==> src/verilog/ctrap_cfg.svh <==
// constants for the context and bus error trap unit
// assumes inclusion by bare name from package and design
`ifndef CTRAP_CFG_SVH
`define CTRAP_CFG_SVH
`define CTRAP_CLASS_CTX 3'h3
`define CTRAP_CLASS_BUS 3'h4
`define CTRAP_TIN_DEPLETION 8'h01
`define CTRAP_TIN_DEPTH_OVF 8'h02
`define CTRAP_TIN_DEPTH_UNF 8'h03
`define CTRAP_TIN_FREE_UNF 8'h04
`define CTRAP_TIN_STACK_EMPTY 8'h05
`define CTRAP_TIN_KIND 8'h06
`define CTRAP_TIN_NESTING_ERROR_TRAP 8'h07
`define CTRAP_TIN_FETCH_SE 8'h01
`define CTRAP_TIN_LOAD_SE 8'h02
`define CTRAP_TIN_STORE_AE 8'h03
`define CTRAP_TIN_COPROC_AE 8'h04
`define CTRAP_TIN_FETCH_IE 8'h05
`define CTRAP_TIN_DATA_IE 8'h06
`define CTRAP_VEC_SHIFT 5
`define CTRAP_SCRATCH_BASE 32'hD0000000
`define CTRAP_SCRATCH_LAST 32'hD3FFFFFF
`define CTRAP_SCRATCH_SIZE 32'h00010000
`define CTRAP_DEPTH_MAX 7'h3F
`endif

==> src/verilog/ctrap_pkg.sv <==
// types for the context and bus error trap unit
// assumes ctrap_cfg.svh on the include path
`include "ctrap_cfg.svh"
package ctrap_pkg;
	typedef enum logic [1:0] {
		CTRAP_IDLE = 2'b00,
		CTRAP_DEPL = 2'b01,
		CTRAP_FATAL = 2'b10
	} ctrap_state_t;
endpackage

==> src/verilog/ctrap_unit.sv <==
// trap detection and classification for context and bus errors
// assumes single core clock; inputs come from same-clock pipeline logic
`timescale 1ns/1ps
`default_nettype none
`include "ctrap_cfg.svh"

// Functional notes
// RULE1: context save/restore conditions report trap class 3.
// RULE2: save using limit-pointer area completes, then depletion trap id 1.
// RULE3: depletion after trap/interrupt entry returns to handler's first instruction.
// RULE4: taking depletion trap consumes one more save area.
// RULE5: software keeps two spare save areas beyond limit pointer.
// RULE6: every depletion trap sets depletion-in-progress flag.
// RULE7: call at maximum depth with counting on raises id 2.
// RULE8: return at depth zero with counting on raises id 3.
// RULE9: save with null free-list head raises id 4.
// RULE10: any save/restore error abandons, jumps to underflow handler, id 4.
// RULE11: restore with null previous pointer raises id 5.
// RULE12: restore kind mismatching saved upper/lower flag raises id 6.
// RULE13: exception return at nonzero depth with counting on raises id 7.
// RULE14: fetch bus error or non-code segment raises class 4 id 1.
// RULE15: fetch in scratchpad window beyond implemented memory is fetch error.
// RULE16: load bus error, scratchpad overrun, refill load error raise id 2.
// RULE17: store, cache op, writeback errors raise asynchronous id 3.
// RULE18: any coprocessor error raises shared asynchronous id 4.
// RULE19: integrity error anywhere in fetch group raises id 5.
// RULE20: data integrity error raises id 6.
// RULE21: trap entry writes id into data register 15.
// RULE22: entry address is class shifted left five ORed with vector base.
// RULE23: free-list underflow outranks every other exception.
module ctrap_unit import ctrap_pkg::*; (
	// clock and reset
	input wire logic mclk_i,
	input wire logic rst_b_i,
	// context engine
	input wire logic save_req_i,
	input wire logic save_from_entry_i,
	input wire logic restore_req_i,
	input wire logic restore_upper_i,
	input wire logic ctx_op_error_i,
	input wire logic [31:0] free_list_head_pointer_i,
	input wire logic [31:0] context_limit_pointer_i,
	input wire logic [31:0] previous_context_pointer_i,
	input wire logic saved_upper_lower_flag_i,
	// instructions
	input wire logic call_i,
	input wire logic ret_i,
	input wire logic exception_return_instr_i,
	input wire logic depth_count_en_i,
	input wire logic [6:0] call_depth_count_i,
	// fetch path
	input wire logic fetch_i,
	input wire logic [31:0] fetch_addr_i,
	input wire logic fetch_bus_err_i,
	input wire logic fetch_no_code_i,
	input wire logic fetch_integrity_err_i,
	// data path
	input wire logic load_bus_err_i,
	input wire logic data_access_i,
	input wire logic [31:0] data_addr_i,
	input wire logic refill_load_err_i,
	input wire logic store_bus_err_i,
	input wire logic cache_op_err_i,
	input wire logic writeback_err_i,
	input wire logic data_integrity_err_i,
	input wire logic [3:0] coproc_err_i,
	// vector base and software flag clear
	input wire logic [31:0] vector_base_register_i,
	input wire logic depl_flag_clr_i,
	// trap outputs
	output logic trap_o,
	output logic [2:0] trap_class_o,
	output logic [7:0] trap_ident_number_o,
	output logic [31:0] trap_vector_o,
	output logic data_register_15_we_o,
	output logic [31:0] data_register_15_o,
	output logic ret_to_handler_first_o,
	output logic extra_save_o,
	output logic abandon_ctx_o,
	output logic depletion_in_progress_flag_o
);
	logic rst_s1_ff;
	logic rst_s2_ff;
	always_ff @(posedge mclk_i or negedge rst_b_i) begin
		if (!rst_b_i) begin
			rst_s1_ff <= 1'b0;
			rst_s2_ff <= 1'b0;
		end else begin
			rst_s1_ff <= 1'b1;
			rst_s2_ff <= rst_s1_ff;
		end
	end
	wire logic rst_n = rst_s2_ff;

	function automatic logic in_scratch_gap(input logic [31:0] a);
		in_scratch_gap = (a >= `CTRAP_SCRATCH_BASE) && (a <= `CTRAP_SCRATCH_LAST) &&
			(a >= (`CTRAP_SCRATCH_BASE + `CTRAP_SCRATCH_SIZE));
	endfunction

	ctrap_state_t state_ff, nxt_state;
	logic trap_ff, nxt_trap;
	logic [2:0] cls_ff, nxt_cls;
	logic [7:0] tin_ff, nxt_tin;
	logic [31:0] vec_ff, nxt_vec;
	logic rfirst_ff, nxt_rfirst;
	logic extra_ff, nxt_extra;
	logic aban_ff, nxt_aban;
	logic flag_ff, nxt_flag;
	logic depl_src_ff, nxt_depl_src;

	logic free_unf;
	logic depleting;
	logic sync_hit;
	logic [2:0] c;
	logic [7:0] t;

	// helper terms for the checks below
	logic async_cause;
	logic fetch_err_hit;
	logic fetch_cause;
	logic above_ctx;
	logic stack_hit;
	logic ovf_hit;
	logic unf_hit;
	logic nesting_error_trap_hit;
	logic kind_hit;
	logic load_hit;
	always_comb begin
		async_cause = store_bus_err_i || cache_op_err_i || writeback_err_i ||
			(|coproc_err_i) || data_integrity_err_i;
		fetch_err_hit = fetch_i && (fetch_bus_err_i || fetch_no_code_i || in_scratch_gap(fetch_addr_i));
		fetch_cause = fetch_err_hit || (fetch_i && fetch_integrity_err_i);
		above_ctx = free_unf || async_cause || fetch_cause || state_ff == CTRAP_DEPL;
		stack_hit = restore_req_i && previous_context_pointer_i == 32'h00000000;
		ovf_hit = call_i && depth_count_en_i && call_depth_count_i == `CTRAP_DEPTH_MAX;
		unf_hit = ret_i && depth_count_en_i && call_depth_count_i == 7'h00;
		nesting_error_trap_hit = exception_return_instr_i && depth_count_en_i && call_depth_count_i != 7'h00;
		kind_hit = restore_req_i && (restore_upper_i != saved_upper_lower_flag_i);
		load_hit = data_access_i && (load_bus_err_i || refill_load_err_i || in_scratch_gap(data_addr_i));
	end
	always_comb begin
		free_unf = (save_req_i && free_list_head_pointer_i == 32'h00000000) ||
			((save_req_i || restore_req_i) && ctx_op_error_i); // see RULE9 see RULE10
		depleting = save_req_i && !free_unf && free_list_head_pointer_i == context_limit_pointer_i; // see RULE2
		nxt_state = state_ff;
		nxt_depl_src = depl_src_ff;
		nxt_rfirst = 1'b0;
		nxt_extra = 1'b0;
		nxt_aban = 1'b0;
		sync_hit = 1'b1;
		c = `CTRAP_CLASS_CTX; // see RULE1
		t = 8'h00;
		if (free_unf) begin
			t = `CTRAP_TIN_FREE_UNF; // see RULE23
			nxt_aban = 1'b1; // see RULE10
		end else if (store_bus_err_i || cache_op_err_i || writeback_err_i) begin
			c = `CTRAP_CLASS_BUS;
			t = `CTRAP_TIN_STORE_AE; // see RULE17
		end else if (|coproc_err_i) begin
			c = `CTRAP_CLASS_BUS;
			t = `CTRAP_TIN_COPROC_AE; // see RULE18
		end else if (data_integrity_err_i) begin
			c = `CTRAP_CLASS_BUS;
			t = `CTRAP_TIN_DATA_IE; // see RULE20
		end else if (fetch_i && (fetch_bus_err_i || fetch_no_code_i || in_scratch_gap(fetch_addr_i))) begin
			c = `CTRAP_CLASS_BUS;
			t = `CTRAP_TIN_FETCH_SE; // see RULE14 see RULE15
		end else if (fetch_i && fetch_integrity_err_i) begin
			c = `CTRAP_CLASS_BUS;
			t = `CTRAP_TIN_FETCH_IE; // see RULE19
		end else if (state_ff == CTRAP_DEPL) begin
			t = `CTRAP_TIN_DEPLETION; // see RULE2
			nxt_rfirst = depl_src_ff; // see RULE3
			nxt_extra = 1'b1; // see RULE4
		end else if (restore_req_i && previous_context_pointer_i == 32'h00000000) begin
			t = `CTRAP_TIN_STACK_EMPTY; // see RULE11
		end else if (call_i && depth_count_en_i && call_depth_count_i == `CTRAP_DEPTH_MAX) begin
			t = `CTRAP_TIN_DEPTH_OVF; // see RULE7
		end else if (ret_i && depth_count_en_i && call_depth_count_i == 7'h00) begin
			t = `CTRAP_TIN_DEPTH_UNF; // see RULE8
		end else if (exception_return_instr_i && depth_count_en_i && call_depth_count_i != 7'h00) begin
			t = `CTRAP_TIN_NESTING_ERROR_TRAP; // see RULE13
		end else if (restore_req_i && (restore_upper_i != saved_upper_lower_flag_i)) begin
			t = `CTRAP_TIN_KIND; // see RULE12
		end else if (data_access_i && (load_bus_err_i || refill_load_err_i || in_scratch_gap(data_addr_i))) begin
			c = `CTRAP_CLASS_BUS;
			t = `CTRAP_TIN_LOAD_SE; // see RULE16
		end else begin
			sync_hit = 1'b0;
		end
		case (state_ff)
			CTRAP_IDLE: begin
				if (free_unf) begin
					nxt_state = CTRAP_FATAL;
				end else if (depleting) begin
					nxt_state = CTRAP_DEPL; // see RULE2
					nxt_depl_src = save_from_entry_i;
				end
			end
			CTRAP_DEPL: begin
				if (free_unf) begin
					nxt_state = CTRAP_FATAL;
				end else if (t == `CTRAP_TIN_DEPLETION && c == `CTRAP_CLASS_CTX) begin
					nxt_state = CTRAP_IDLE;
				end
			end
			CTRAP_FATAL: nxt_state = CTRAP_FATAL;
			default: nxt_state = CTRAP_IDLE;
		endcase
		nxt_trap = sync_hit;
		nxt_cls = sync_hit ? c : cls_ff;
		nxt_tin = sync_hit ? t : tin_ff;
		nxt_vec = sync_hit ? (vector_base_register_i | (32'(c) << `CTRAP_VEC_SHIFT)) : vec_ff; // see RULE22
		nxt_flag = flag_ff;
		if (depl_flag_clr_i) begin
			nxt_flag = 1'b0;
		end
		if (sync_hit && c == `CTRAP_CLASS_CTX && t == `CTRAP_TIN_DEPLETION) begin
			nxt_flag = 1'b1; // see RULE6
		end
	end

	always_ff @(posedge mclk_i or negedge rst_n) begin
		if (!rst_n) begin
			state_ff <= CTRAP_IDLE;
			trap_ff <= 1'b0;
			cls_ff <= 3'h0;
			tin_ff <= 8'h00;
			vec_ff <= 32'h00000000;
			rfirst_ff <= 1'b0;
			extra_ff <= 1'b0;
			aban_ff <= 1'b0;
			flag_ff <= 1'b0;
			depl_src_ff <= 1'b0;
		end else begin
			state_ff <= nxt_state;
			trap_ff <= nxt_trap;
			cls_ff <= nxt_cls;
			tin_ff <= nxt_tin;
			vec_ff <= nxt_vec;
			rfirst_ff <= nxt_rfirst;
			extra_ff <= nxt_extra;
			aban_ff <= nxt_aban;
			flag_ff <= nxt_flag;
			depl_src_ff <= nxt_depl_src;
		end
	end

	assign trap_o = trap_ff;
	assign trap_class_o = cls_ff;
	assign trap_ident_number_o = tin_ff;
	assign trap_vector_o = vec_ff;
	assign data_register_15_we_o = trap_ff; // see RULE21
	assign data_register_15_o = {24'h000000, tin_ff};
	assign ret_to_handler_first_o = rfirst_ff;
	assign extra_save_o = extra_ff;
	assign abandon_ctx_o = aban_ff;
	assign depletion_in_progress_flag_o = flag_ff;

	// context trap checks, with vector, register 15 and asynchronous bus error checks
	a_free_unf_first: assert property (@(posedge mclk_i) disable iff (!rst_n) // see RULE23
		free_unf |=> trap_o && trap_class_o == 3'h3 && trap_ident_number_o == 8'h04 && abandon_ctx_o)
		else $error("free list underflow not reported");
	a_depl_follows: assert property (@(posedge mclk_i) disable iff (!rst_n) // see RULE2
		(state_ff == CTRAP_IDLE && depleting && !free_unf)
		|=> !(trap_o && trap_ident_number_o == 8'h01 && trap_class_o == 3'h3)
		##[1:40] (trap_o && trap_ident_number_o == 8'h01))
		else $error("depletion trap not taken after save");
	a_depl_flag_set: assert property (@(posedge mclk_i) disable iff (!rst_n) // see RULE6
		(trap_o && trap_class_o == 3'h3 && trap_ident_number_o == 8'h01) |-> depletion_in_progress_flag_o)
		else $error("depletion flag not set");
	a_depl_extra: assert property (@(posedge mclk_i) disable iff (!rst_n) // see RULE4
		extra_save_o |-> trap_o && trap_ident_number_o == 8'h01)
		else $error("extra save without depletion trap");
	a_vector_form: assert property (@(posedge mclk_i) disable iff (!rst_n) // see RULE22
		$rose(trap_o) |-> trap_vector_o == ($past(vector_base_register_i) | (32'(trap_class_o) << 5)))
		else $error("vector address wrong");
	a_d15_tin: assert property (@(posedge mclk_i) disable iff (!rst_n) // see RULE21
		data_register_15_we_o |-> data_register_15_o[7:0] == trap_ident_number_o && trap_o)
		else $error("data register 15 mismatch");
	a_depth_ovf: assert property (@(posedge mclk_i) disable iff (!rst_n) // see RULE7
		(call_i && depth_count_en_i && call_depth_count_i == 7'h3F && !free_unf && !fetch_i && !store_bus_err_i
		&& !cache_op_err_i && !writeback_err_i && coproc_err_i == 4'h0 && !data_integrity_err_i
		&& state_ff != CTRAP_DEPL && !restore_req_i) |=> trap_ident_number_o == 8'h02 && trap_class_o == 3'h3)
		else $error("depth overflow missed");
	a_store_async: assert property (@(posedge mclk_i) disable iff (!rst_n) // see RULE17
		(store_bus_err_i && !free_unf) |=> trap_class_o == 3'h4 && trap_ident_number_o == 8'h03)
		else $error("store error missed");
	a_coproc: assert property (@(posedge mclk_i) disable iff (!rst_n) // see RULE18
		(|coproc_err_i && !free_unf && !store_bus_err_i && !cache_op_err_i && !writeback_err_i)
		|=> trap_class_o == 3'h4 && trap_ident_number_o == 8'h04)
		else $error("coprocessor error missed");
	// further context trap checks
	a_free_list_null: assert property (@(posedge mclk_i) disable iff (!rst_n) // see RULE9
		(save_req_i && free_list_head_pointer_i == 32'h00000000)
		|=> trap_o && trap_ident_number_o == `CTRAP_TIN_FREE_UNF && abandon_ctx_o)
		else $error("empty free list save not trapped");

	a_ctx_err_abandon: assert property (@(posedge mclk_i) disable iff (!rst_n) // see RULE10
		((save_req_i || restore_req_i) && ctx_op_error_i)
		|=> abandon_ctx_o && data_register_15_we_o && data_register_15_o == {24'h000000, `CTRAP_TIN_FREE_UNF})
		else $error("context error not abandoned");

	a_stack_empty: assert property (@(posedge mclk_i) disable iff (!rst_n) // see RULE11
		(stack_hit && !above_ctx)
		|=> trap_o && trap_class_o == `CTRAP_CLASS_CTX && trap_ident_number_o == `CTRAP_TIN_STACK_EMPTY)
		else $error("empty call stack not trapped");

	a_depth_unf: assert property (@(posedge mclk_i) disable iff (!rst_n) // see RULE8
		(unf_hit && !above_ctx && !stack_hit && !ovf_hit)
		|=> trap_o && trap_class_o == `CTRAP_CLASS_CTX && trap_ident_number_o == `CTRAP_TIN_DEPTH_UNF)
		else $error("depth underflow missed");

	a_nesting_error_trap_error: assert property (@(posedge mclk_i) disable iff (!rst_n) // see RULE13
		(nesting_error_trap_hit && !above_ctx && !stack_hit && !ovf_hit && !unf_hit)
		|=> trap_o && trap_class_o == `CTRAP_CLASS_CTX && trap_ident_number_o == `CTRAP_TIN_NESTING_ERROR_TRAP)
		else $error("nesting error missed");

	a_kind_error: assert property (@(posedge mclk_i) disable iff (!rst_n) // see RULE12
		(kind_hit && !above_ctx && !stack_hit && !ovf_hit && !unf_hit && !nesting_error_trap_hit)
		|=> trap_o && trap_class_o == `CTRAP_CLASS_CTX && trap_ident_number_o == `CTRAP_TIN_KIND)
		else $error("context kind error missed");

	a_depl_return: assert property (@(posedge mclk_i) disable iff (!rst_n) // see RULE3
		ret_to_handler_first_o
		|-> trap_o && trap_class_o == `CTRAP_CLASS_CTX && trap_ident_number_o == `CTRAP_TIN_DEPLETION)
		else $error("handler return without depletion trap");

	a_flag_hold: assert property (@(posedge mclk_i) disable iff (!rst_n) // see RULE6
		(depletion_in_progress_flag_o && !depl_flag_clr_i)
		|=> depletion_in_progress_flag_o)
		else $error("depletion flag lost without clear");

	// bus trap checks, then vector and no-cause checks
	a_fetch_sync: assert property (@(posedge mclk_i) disable iff (!rst_n) // see RULE14
		(fetch_err_hit && !free_unf && !async_cause)
		|=> trap_o && trap_class_o == `CTRAP_CLASS_BUS && trap_ident_number_o == `CTRAP_TIN_FETCH_SE)
		else $error("fetch error missed");

	a_fetch_gap: assert property (@(posedge mclk_i) disable iff (!rst_n) // see RULE15
		(fetch_i && in_scratch_gap(fetch_addr_i) && !free_unf && !async_cause)
		|=> trap_o && trap_class_o == `CTRAP_CLASS_BUS && trap_ident_number_o == `CTRAP_TIN_FETCH_SE)
		else $error("scratchpad gap fetch missed");

	a_fetch_integrity: assert property (@(posedge mclk_i) disable iff (!rst_n) // see RULE19
		(fetch_i && fetch_integrity_err_i && !fetch_err_hit && !free_unf && !async_cause)
		|=> trap_o && trap_class_o == `CTRAP_CLASS_BUS && trap_ident_number_o == `CTRAP_TIN_FETCH_IE)
		else $error("fetch integrity error missed");

	a_data_integrity: assert property (@(posedge mclk_i) disable iff (!rst_n) // see RULE20
		(data_integrity_err_i && !free_unf && !store_bus_err_i && !cache_op_err_i && !writeback_err_i && coproc_err_i == 4'h0)
		|=> trap_o && trap_class_o == `CTRAP_CLASS_BUS && trap_ident_number_o == `CTRAP_TIN_DATA_IE)
		else $error("data integrity error missed");

	a_load_sync: assert property (@(posedge mclk_i) disable iff (!rst_n) // see RULE16
		(load_hit && !above_ctx && !stack_hit && !ovf_hit && !unf_hit && !nesting_error_trap_hit && !kind_hit)
		|=> trap_o && trap_class_o == `CTRAP_CLASS_BUS && trap_ident_number_o == `CTRAP_TIN_LOAD_SE)
		else $error("load error missed");

	a_vec_every: assert property (@(posedge mclk_i) disable iff (!rst_n) // see RULE22
		trap_o
		|-> trap_vector_o == ($past(vector_base_register_i) | (32'(trap_class_o) << `CTRAP_VEC_SHIFT)))
		else $error("vector address wrong on trap");

	a_quiet_no_trap: assert property (@(posedge mclk_i) disable iff (!rst_n) // see RULE1
		(!above_ctx && !stack_hit && !ovf_hit && !unf_hit && !nesting_error_trap_hit && !kind_hit && !load_hit)
		|=> !trap_o)
		else $error("trap without cause");

	// cover points
	c_depletion: cover property (@(posedge mclk_i) disable iff (!rst_n)
		trap_o && trap_ident_number_o == 8'h01 && ret_to_handler_first_o);
	c_fatal: cover property (@(posedge mclk_i) disable iff (!rst_n)
		abandon_ctx_o);
	c_fetch_err: cover property (@(posedge mclk_i) disable iff (!rst_n)
		trap_o && trap_class_o == 3'h4 && trap_ident_number_o == 8'h01);
	c_nesting_error_trap_error: cover property (@(posedge mclk_i) disable iff (!rst_n)
		trap_o && trap_class_o == 3'h3 && trap_ident_number_o == 8'h07);
	c_data_integrity: cover property (@(posedge mclk_i) disable iff (!rst_n)
		trap_o && trap_class_o == 3'h4 && trap_ident_number_o == 8'h06);
endmodule // ctrap_unit
`default_nettype wire

==> config.mk <==
export PLATFORM = sky130hd
export DESIGN_NAME = ctrap_unit
export DESIGN_NICKNAME = d
export VERILOG_FILES = /design/src/verilog/ctrap_pkg.sv /design/src/verilog/ctrap_unit.sv
export VERILOG_INCLUDE_DIRS = /design/src /design/src/verilog
export SDC_FILE = /design/constraint.sdc
export NUM_CORES = 1
export LEC_CHECK = 0
export ABC_AREA = 1
export BUFFER_PORTS_ARGS = -buffer_cell sky130_fd_sc_hd__buf_2
export CORE_AREA = 2 2 119 121
export DETAILED_ROUTE_END_ITERATION = 7
export DIE_AREA = 0 0 121 123
export GPL_TIMING_DRIVEN = 0
export PLACE_DENSITY = 0.6
export SLEW_MARGIN = 20
export SYNTH_ARGS = -nofsm -noshare
export SYNTH_HDL_FRONTEND = slang
export SYNTH_SLANG_ARGS = --single-unit
==> constraint.sdc <==
create_clock -name mclk_i -period 3.95 [get_ports mclk_i]
set_input_delay 0.395 -clock mclk_i [delete_from_list [all_inputs] [get_ports mclk_i]]
set_output_delay 0.395 -clock mclk_i [all_outputs]
set_load 0.02 [all_outputs]
==> results of run 1 <==
-- cell type report --
cell class | instances | area [um2] | area share
multi-input combinational | 406 | 1790 | 0.347
sequential | 47 | 1180 | 0.228
timing repair buffer | 243 | 1240 | 0.239
tap | 180 | 225 | 0.0436
buffer | 45 | 342 | 0.0661
inverter | 59 | 224 | 0.0433
clock inverter | 3 | 46.3 | 0.00896
clock buffer | 5 | 125 | 0.0242
-- power breakdown --
| part | total, W | internal (W) | switching, W |
|---|---|---|---|
| logic | 0.000363 | 0.000164 | 0.000198 |
| registers | 0.000522 | 0.000505 | 0.0000169 |
| clock network | 0.000478 | 0.000301 | 0.000178 |
| total | 0.00136 | 0.000970 | 0.000393 |
-- cell usage after synthesis, drive strengths merged --
master	count
nand2	168
nor2	104
inv	59
dfrtp	47
buf	45
nand3	21
o21ai	13
nor3	12
nand4	8
xor2	8
nor4	7
or2	7
xnor2	6
nand3b	4
a21oi	3
o22ai	3
and2	2
and3	2
conb	2
nor3b	2
and3b	1
-- sequential cells by signal, indices dropped and copies added (netlist names) --
register                      cells
state_ff                          2
abandon_ctx_o                     1
rst_n                             1
depl_src_ff                       1
extra_save_o                      1
data_register_15_we_o             1
rst_s1_ff                         1
trap_vector_o                    32
trap_class_o                      2
ret_to_handler_first_o            1
depletion_in_progress_flag_o      1
trap_ident_number_o               3
-- metrics by stage --
stage               area [um2]  total power [W]
finish                    5170          0.00136
floorplan                 3530         0.000729
global placement          4960         0.000892
global route              5170          0.00144
CTS                       5170          0.00138
detailed placement        4990         0.000897
-- worst max-delay path by stage --
stage	from	endpoint	slack (ns)
floorplan	coproc_err_i[3]	trap_vector_o[12]	2.28
global placement	free_list_head_pointer_i[13]	trap_vector_o[14]	1.76
detailed placement	free_list_head_pointer_i[13]	trap_vector_o[14]	1.74
CTS	free_list_head_pointer_i[13]	trap_vector_o[14]	2.03
global route	free_list_head_pointer_i[13]	trap_vector_o[2]	1.92
finish	free_list_head_pointer_i[13]	trap_vector_o[14]	2.07
-- layer usage --
layer | share of wire | global-route usage | wire length, um | up-vias
met2 | 0.51 | 0.273 | 5590 | 158
li1 | - | - | - | 2103
met4 | 0.0094 | 0.0320 | 104 | 0
met1 | 0.41 | 0.164 | 4500 | 1657
met5 | 0 | 0 | 0 | -
met3 | 0.078 | 0.0263 | 858 | 7
-- kinds of logic (layout without fill, tap and decap cells) --
family | count (synthesis) | count (layout) | share of synthesized area
buf+inv | 104 | 355 | 0.166
compound gates | 19 | 19 | 0.0290
xor+xnor | 14 | 14 | 0.0360
flops | 47 | 47 | 0.345
simple gates | 338 | 338 | 0.422
other cells | 2 | 35 | 0.00220
==> results_dict.tcl, run 1 <==
set metrics [dict create \
    power-per-cell-area_mw_per_mm2 264 \
    leakagePower_nw 3.03 \
    tritoncts "done" \
    finalSetupViolations 0 \
    fmax_ghz 0.532 \
    vias 3925 \
    dieWidth_um 121 \
    netlist_area_mm2 0.00341 \
    path_cells "buf_2 > nor2_1 > nand3_1 > nor2_1 > nand2_1 > nor3_1 > nor2_1 > nand2_2 > nor2_4 > nand2_4 > buf_2 > nand2_1 > nand2_1" \
    clk_latency_ns 0.28 \
    end_kind "register" \
    clock_path_buffers 2 \
    ys_warn_count 0 \
    track_usage 0.143 \
    diodes 0 \
    reg2reg_from "state_ff[1]" \
    criticalPathCategory "in2reg" \
    htreeDepth 2 \
    fin_ws_ns 2.07 \
    critical_path_buf_inv_count 2 \
    yosysUniqueCellTypes 32 \
    r2r_cells 8 \
    grt_pass1_vias 3721 \
    max_slew_margin 0.658 \
    root_buffer "clkbuf_16" \
    finalMaxSlewViolations 0 \
    rsz0062_at_grt "false" \
    min_path_type "reg2async" \
    grt_pass1_wl_um 17000 \
    cts_buffers 5 \
    io_buffers 241 \
    initial_utilization 0.250 \
    place_congestion 0.843 \
    post_cts_resized 0 \
    drt-total-wl_um 11000 \
    tns_ns 0 \
    period_needed_ns 1.88 \
    initialDrtViolationCount 129 \
    hpwlAfterDp_um 9880 \
    grt_max_degree 25 \
    worst-path-max-fanout 10 \
    syn_inst 524 \
    vias_per_cell 3.97 \
    final_common_cell "buf_2" \
    synth-seq-cells 47 \
    fin_nets 1034 \
    cts_num_sinks 47 \
    dp_slack_ns 1.74 \
    synth_top_area_share 0.345 \
    layoutNonFillerInstCount 988 \
    status "completed" \
    io_pins 308 \
    overflow 0 \
    worst_ir_drop_vdd_v 0.000188 \
    worst-path-stages 13 \
    rrSetupSlack_ns 2.46 \
    synthTopCellsByArea "dfrtp_1 34%, nand2_1 18%, nor2_1 11%" \
    crit_path_start_kind "input pin" \
    cts_setup_buffers 0 \
    seq_area_frac_synth 0.345 \
    syn2layout_area_growth_pct 51.6 \
    clk_pin_slew_worst_paths_ns 0.07 \
    place_inst 979 \
    cp.required_ns 4.18 \
    rows 43 \
    post-route-period-util 0.476 \
    ant_nets 0 \
    hold_violations 0 \
    grt_antenna_before_repair 0 \
    core_area_mm2 0.0136 \
    cp_slowest_cell "nor3_1" \
    layout_common_cells "244 x buf_2, 165 x nand2_1, 101 x nor2_1" \
    cp_top_family "simple AND/OR/NAND/NOR gates" \
    r2r_end "trap_vector_o[14]" \
    dr.pass1.iters 4 \
    drc 0 \
    slowest_delay_ns 0.27 \
    fin_util 0.380 \
    hold_buffers 1 \
    tightest_slew_ns 0.511 \
    syn_area_per_cell_um2 6.51 \
    fp.dieH_um 123 \
    wl_per_cell_um 11.2 \
    synth_top_area_cell "dfrtp_1" \
    filler_cell_count 1500 \
    cp.arrival_ns 2.10 \
    holdWs_ns 0.238 \
    drv_cap 0 \
    skew_ns 0.00570 \
    drive_gt1_frac 0.389 \
    fp.dieArea_mm2 0.0149 \
]
(Power assumes the default switching activity.)
==> run 2, diff against run 1 <==
--- a/config.mk
+++ b/config.mk
@@ -8,11 +8,11 @@
 export LEC_CHECK = 0
 export ABC_AREA = 1
 export BUFFER_PORTS_ARGS = -buffer_cell sky130_fd_sc_hd__buf_2
-export CORE_AREA = 2 2 119 121
+export CORE_AREA = 2 2 120 122
 export DETAILED_ROUTE_END_ITERATION = 7
-export DIE_AREA = 0 0 121 123
+export DIE_AREA = 0 0 122 124
 export GPL_TIMING_DRIVEN = 0
-export PLACE_DENSITY = 0.6
+export PLACE_DENSITY = 0.59
 export SLEW_MARGIN = 20
 export SYNTH_ARGS = -nofsm -noshare
 export SYNTH_HDL_FRONTEND = slang
==> constraint.sdc (replaced) <==
create_clock -name mclk_i -period 2 [get_ports mclk_i]
set_input_delay 0.2 -clock mclk_i [delete_from_list [all_inputs] [get_ports mclk_i]]
set_output_delay 0.2 -clock mclk_i [all_outputs]
set_load 0.02 [all_outputs]
==> run 2 against run 1 <==
  * Clock power up 97%
  * Power up 98%
  * Largest cell class unchanged
  * Critical path depth unchanged
  * Wire length up 2.8%
  * Non-clock buffer count unchanged
  * Largest power group unchanged
  * Combinational power up 99%
==> results_dict.tcl, run 2 (same netlist as run 1, synthesis figures left out) <==
set metrics [dict create \
    cts_setup_buffers 0 \
    wl_met1_um 4630 \
    cp_slowest_cell "buf_2" \
    crit_path_start_kind "input pin" \
    grt_max_degree 25 \
    diodes 0 \
    grt_antenna_before_repair 0 \
    layout_common_cells "244 x buf_2, 165 x nand2_1, 101 x nor2_1" \
    drive_gt1_frac 0.389 \
    final_common_cell "buf_2" \
    p_sw_frac 0.288 \
    dieWidth_um 122 \
    clk_pin_slew_worst_paths_ns 0.06 \
    place_congestion 0.921 \
    wl_met2_um 5620 \
    worst-path-max-fanout 10 \
    grt_pass1_wl_um 17000 \
    status "completed" \
    post-route-period-util 0.811 \
    htreeDepth 2 \
    finalMaxSlewViolations 0 \
    slowest_delay_ns 0.24 \
    clockPowerShare 0.349 \
    ant_nets 0 \
    wl_per_cell_um 11.5 \
    min_path_type "in2reg" \
    maxUsedRoutingLayer "met4" \
    fin_util 0.377 \
    leakagePower_nw 3.04 \
    dr.pass1.iters 4 \
    grt_pass1_vias 3693 \
    clk_latency_ns 0.28 \
    vias 3924 \
    initialDrtViolationCount 121 \
    tritoncts "done" \
    criticalPathCategory "in2reg" \
    rsz0062_at_grt "false" \
    largest_reg_flops 32 \
    finalSetupViolations 0 \
    skew_ns 0.00540 \
    cts_num_sinks 47 \
    switching_power_w 0.000777 \
    period_needed_ns 1.62 \
    tns_ns 0 \
    core_area_mm2 0.0137 \
    cp.required_ns 2.22 \
    fin_nets 1034 \
    cts_buffers 5 \
    hold_violations 0 \
    io_buffers 241 \
    fp.dieArea_mm2 0.0151 \
    clock_path_buffers 2 \
    drc 0 \
    filler_cell_count 1483 \
    overflow 0 \
    vias_per_cell 3.97 \
    path_cells "buf_2 > nor2_1 > nand3_1 > nor2_1 > nand2_1 > nor3_1 > nor2_1 > nand2_2 > nor2_4 > nand2_4 > buf_2 > nand2_1 > nand2_1" \
    root_buffer "clkbuf_16" \
    rows 43 \
    power-per-cell-area_mw_per_mm2 521 \
    post_cts_resized 0 \
    fin_ws_ns 0.377 \
    drt-total-wl_um 11400 \
    fp.dieH_um 124 \
    syn2layout_area_growth_pct 51.8 \
    initial_utilization 0.249 \
    combPwrFrac 0.268 \
    fmax_ghz 0.616 \
    power_frac_seq 0.383 \
    place_inst 979 \
    drv_cap 0 \
    met3_length_um 929 \
    end_kind "register" \
    hpwlAfterDp_um 10100 \
    p_int_w 0.00192 \
    tightest_slew_ns 0.577 \
    worst_ir_drop_vdd_v 0.000373 \
    io_pins 308 \
    hold_buffers 1 \
    layoutNonFillerInstCount 988 \
    cp.arrival_ns 1.84 \
    track_usage 0.142 \
    dp_slack_ns -0.0245 \
    max_slew_margin 0.616 \
]
[run 2: power by group through the flow]
| stage | sequential, W | clock (W) | combinational [W] |
|---|---|---|---|
| after floorplan | 0.00111 | 0 | 0.000334 |
| after detailed placement | 0.00105 | 0 | 0.000724 |
| after global placement | 0.00106 | 0 | 0.000706 |
| after CTS | 0.00103 | 0.000981 | 0.000728 |
| after global routing | 0.00104 | 0.00102 | 0.000803 |
| final | 0.00103 | 0.000940 | 0.000723 |
[run 2: final cells by class]
class	instances	area, um2	share of cell area
multi-input cells	406	1790	0.346
well taps	180	225	0.0435
clock inverters	3	46.3	0.00895
flip-flops and latches	47	1180	0.228
clock buffers	5	125	0.0242
plain buffers	45	342	0.0660
repair buffers	243	1240	0.240
inverters	59	224	0.0433
[run 2: final timing paths]
path	from	to	slack (ns)	cells past startpoint
worst min register to register	rst_n	trap_vector_o[30]	0.27	0
worst min-delay path	depl_flag_clr_i	depletion_in_progress_flag_o	0.11	2
max in group asynchronous	rst_n	state_ff[0]	1.21	1
min in group asynchronous	rst_b_i	rst_n	0.24	2
worst max-delay path	free_list_head_pointer_i[13]	trap_vector_o[13]	0.38	13
worst max register to register	state_ff[0]	trap_vector_o[13]	0.50	7
[run 2: critical path: cells and delay by family]
kind          cells  cell delay [ns]
buf+inv           2             0.36
simple gates     11             1.29
[run 2: metal layers]
layer	up-vias	GRT usage
met5	-	0
met4	0	0.0374
met3	14	0.0275
met2	184	0.270
met1	1625	0.161
li1	2101	-
[run 2: per-stage QoR]
stage               hold slack, ns  total power [W]  instance area [um2]
global route                 0.108          0.00286                 5170
CTS                          0.102          0.00274                 5170
detailed placement         -0.0121          0.00178                 4990
floorplan                  -0.0956          0.00144                 3530
finish                       0.114          0.00269                 5170
global placement           -0.0136          0.00176                 4960
==> run 3, diff against run 2 <==
--- a/config.mk
+++ b/config.mk
@@ -12,7 +12,7 @@
 export DETAILED_ROUTE_END_ITERATION = 7
 export DIE_AREA = 0 0 122 124
 export GPL_TIMING_DRIVEN = 0
-export PLACE_DENSITY = 0.59
+export PLACE_DENSITY = 0.61
 export SLEW_MARGIN = 20
 export SYNTH_ARGS = -nofsm -noshare
 export SYNTH_HDL_FRONTEND = slang
==> constraint.sdc (replaced) <==
create_clock -name mclk_i -period 1.4 [get_ports mclk_i]
set_input_delay 0.14 -clock mclk_i [delete_from_list [all_inputs] [get_ports mclk_i]]
set_output_delay 0.14 -clock mclk_i [all_outputs]
set_load 0.02 [all_outputs]
==> run 3 against run 2 <==
  * The run now ends with setup timing left
  * Combinational power grew 56%
  * Critical endpoint is now trap_vector_o[26]
  * Wire length is 3.5% higher
  * Via count grew 1.7%
  * Die area is the same
  * Register-to-register slack worse by 0.45 ns
  * Worst setup slack lost 0.40 ns
  * Largest cell class unchanged
  * Critical path depth up 2
  * Cell count rose by 1.7%
  * Highest routed layer unchanged
==> results_dict.tcl, run 3 (same netlist as run 1, synthesis figures left out) <==
set metrics [dict create \
    overflow 0 \
    leakagePower_nw 3.24 \
    min_path_type "in2reg" \
    rows 43 \
    layout_common_cells "230 x buf_2, 126 x nand2_1, 88 x nor2_1" \
    cp.arrival_ns 1.60 \
    vias 3989 \
    combPwrFrac 0.288 \
    layoutNonFillerInstCount 1005 \
    worst_ir_drop_vdd_v 0.000438 \
    vias_per_cell 3.97 \
    grt_pass1_wl_um 17500 \
    wl_per_cell_um 11.7 \
    p_int_w 0.00279 \
    cts_buffers 5 \
    power-per-cell-area_mw_per_mm2 688 \
    rsz0062_at_grt "true" \
    end_kind "register" \
    skew_ns 0.00331 \
    final_common_cell "buf_2" \
    initial_utilization 0.249 \
    power_frac_seq 0.374 \
    tritoncts "done" \
    drv_cap 0 \
    cp.required_ns 1.58 \
    fp.dieArea_mm2 0.0151 \
    syn2layout_area_growth_pct 67.7 \
    initialDrtViolationCount 124 \
    io_pins 308 \
    clk_latency_ns 0.28 \
    post-route-period-util 1.02 \
    clock_path_buffers 2 \
    multiInputGateArea_mm2 0.00203 \
    cts_num_sinks 47 \
    failed_checks "setup timing" \
    place_congestion 0.876 \
    fmax_ghz 0.701 \
    ant_nets 0 \
    status "complete, but fails checks" \
    period_needed_ns 1.43 \
    place_inst 978 \
    post_dp_cell_area_mm2 0.00501 \
    fin_nets 1051 \
    finalMaxSlewViolations 0 \
    worst-path-max-fanout 5 \
    hpwlAfterDp_um 9890 \
    drive_gt1_frac 0.478 \
    dieWidth_um 122 \
    design_area_mm2 0.00572 \
    criticalPathCategory "in2reg" \
    p_sw_frac 0.291 \
    switching_power_w 0.00115 \
    dr.pass1.iters 4 \
    largest_reg_flops 32 \
    fp.dieH_um 124 \
    drc 0 \
    drt-total-wl_um 11800 \
    filler_cell_count 1463 \
    io_buffers 241 \
    root_buffer "clkbuf_16" \
    grt_antenna_before_repair 0 \
    grt_max_degree 46 \
    track_usage 0.146 \
    clk_pin_slew_worst_paths_ns 0.06 \
    grt_pass1_vias 3789 \
    fin_ws_ns -0.0261 \
    diodes 0 \
    clockPowerShare 0.338 \
    total_power_w 0.00393 \
    htreeDepth 2 \
    crit_path_start_kind "input pin" \
    core_area_mm2 0.0137 \
    finalSetupViolations 11 \
    hold_violations 0 \
    seq_area_mm2 0.00118 \
]
run 3: cell types whose count changed in the layout (fill, tap and decap cells not counted), sizes merged:
cell      change
buf          +14
clkbuf        +3
clkinv        +2
clkinvlp      -1
inv           -1
run 3: what timing repair did:
item                       CTS  global route
hold endpoints to repair     2             0
pin swaps                   14            46
setup buffers                7             6
hold buffers                 1             0
cloned                       1             3
setup endpoints to repair   42            40
gates resized for setup     26            67
run 3: power by group through the flow:
| stage | Clock, W | Sequential [W] | Combinational (W) |
|---|---|---|---|
| after CTS | 0.00138 | 0.00149 | 0.00105 |
| final | 0.00133 | 0.00147 | 0.00113 |
| after global placement | 0 | 0.00151 | 0.00102 |
| after detailed placement | 0 | 0.00152 | 0.00102 |
| after floorplan | 0 | 0.00158 | 0.000482 |
| after global routing | 0.00144 | 0.00148 | 0.00125 |
run 3: worst paths after layout:
kind,startpoint,to,slack (ns),cells after the start
hold reg to reg,rst_n,trap_vector_o[26],0.14,0
min in group asynchronous,rst_n,trap_vector_o[26],0.14,0
setup / recovery,fetch_addr_i[20],trap_vector_o[26],-0.03,15
hold / removal,depl_flag_clr_i,depletion_in_progress_flag_o,0.06,2
setup reg to reg,state_ff[1],trap_vector_o[26],0.05,9
max in group asynchronous,rst_n,trap_ident_number_o[1],0.79,1
run 3: layout make-up:
class	count	area share
multi-input combinational	406	0.355
clock inverter	3	0.00766
sequential	47	0.206
clock buffer	5	0.0219
tap	180	0.0394
buffer	45	0.0657
inverter	59	0.0401
timing repair buffer	260	0.265
run 3: routing by layer:
| metal | vias to the layer above | wire length (um) | global-route usage |
|---|---|---|---|
| met4 | 0 | 110 | 0.0345 |
| met1 | 1693 | 4940 | 0.174 |
| li1 | 2137 | - | - |
| met3 | 8 | 830 | 0.0302 |
| met5 | - | 0 | 0 |
| met2 | 151 | 5880 | 0.268 |
run 3: per-stage QoR:
stage | setup slack (ns) | TNS (ns) | util | hold slack [ns]
2_1_floorplan | 0.0114 | 0 | - | -0.156
3_3_place_gp | -0.537 | -20.99 | 0.365 | -0.0732
3_5_place_dp | -0.561 | -21.88 | 0.365 | -0.0737
4_1_cts | -0.0121 | -0.0876 | 0.391 | 0.0457
5_1_grt | -0.148 | -3.81 | 0.417 | 0.0540
6_report | -0.0261 | -0.201 | 0.417 | 0.0564
run 3: worst max-delay path, stage by stage:
cell and delay [ns]:
buf_6 0.09, nor2_1 0.10, nand3_1 0.09, o21ai_1 0.15, nand2_1 0.10, nand2_2 0.09, inv_2 0.05, nor2_4 0.09
nand2_2 0.07, nor2_4 0.12, nand2_4 0.10, buf_8 0.15, clkbuf_16 0.15, nand2_4 0.06, nand2_2 0.04
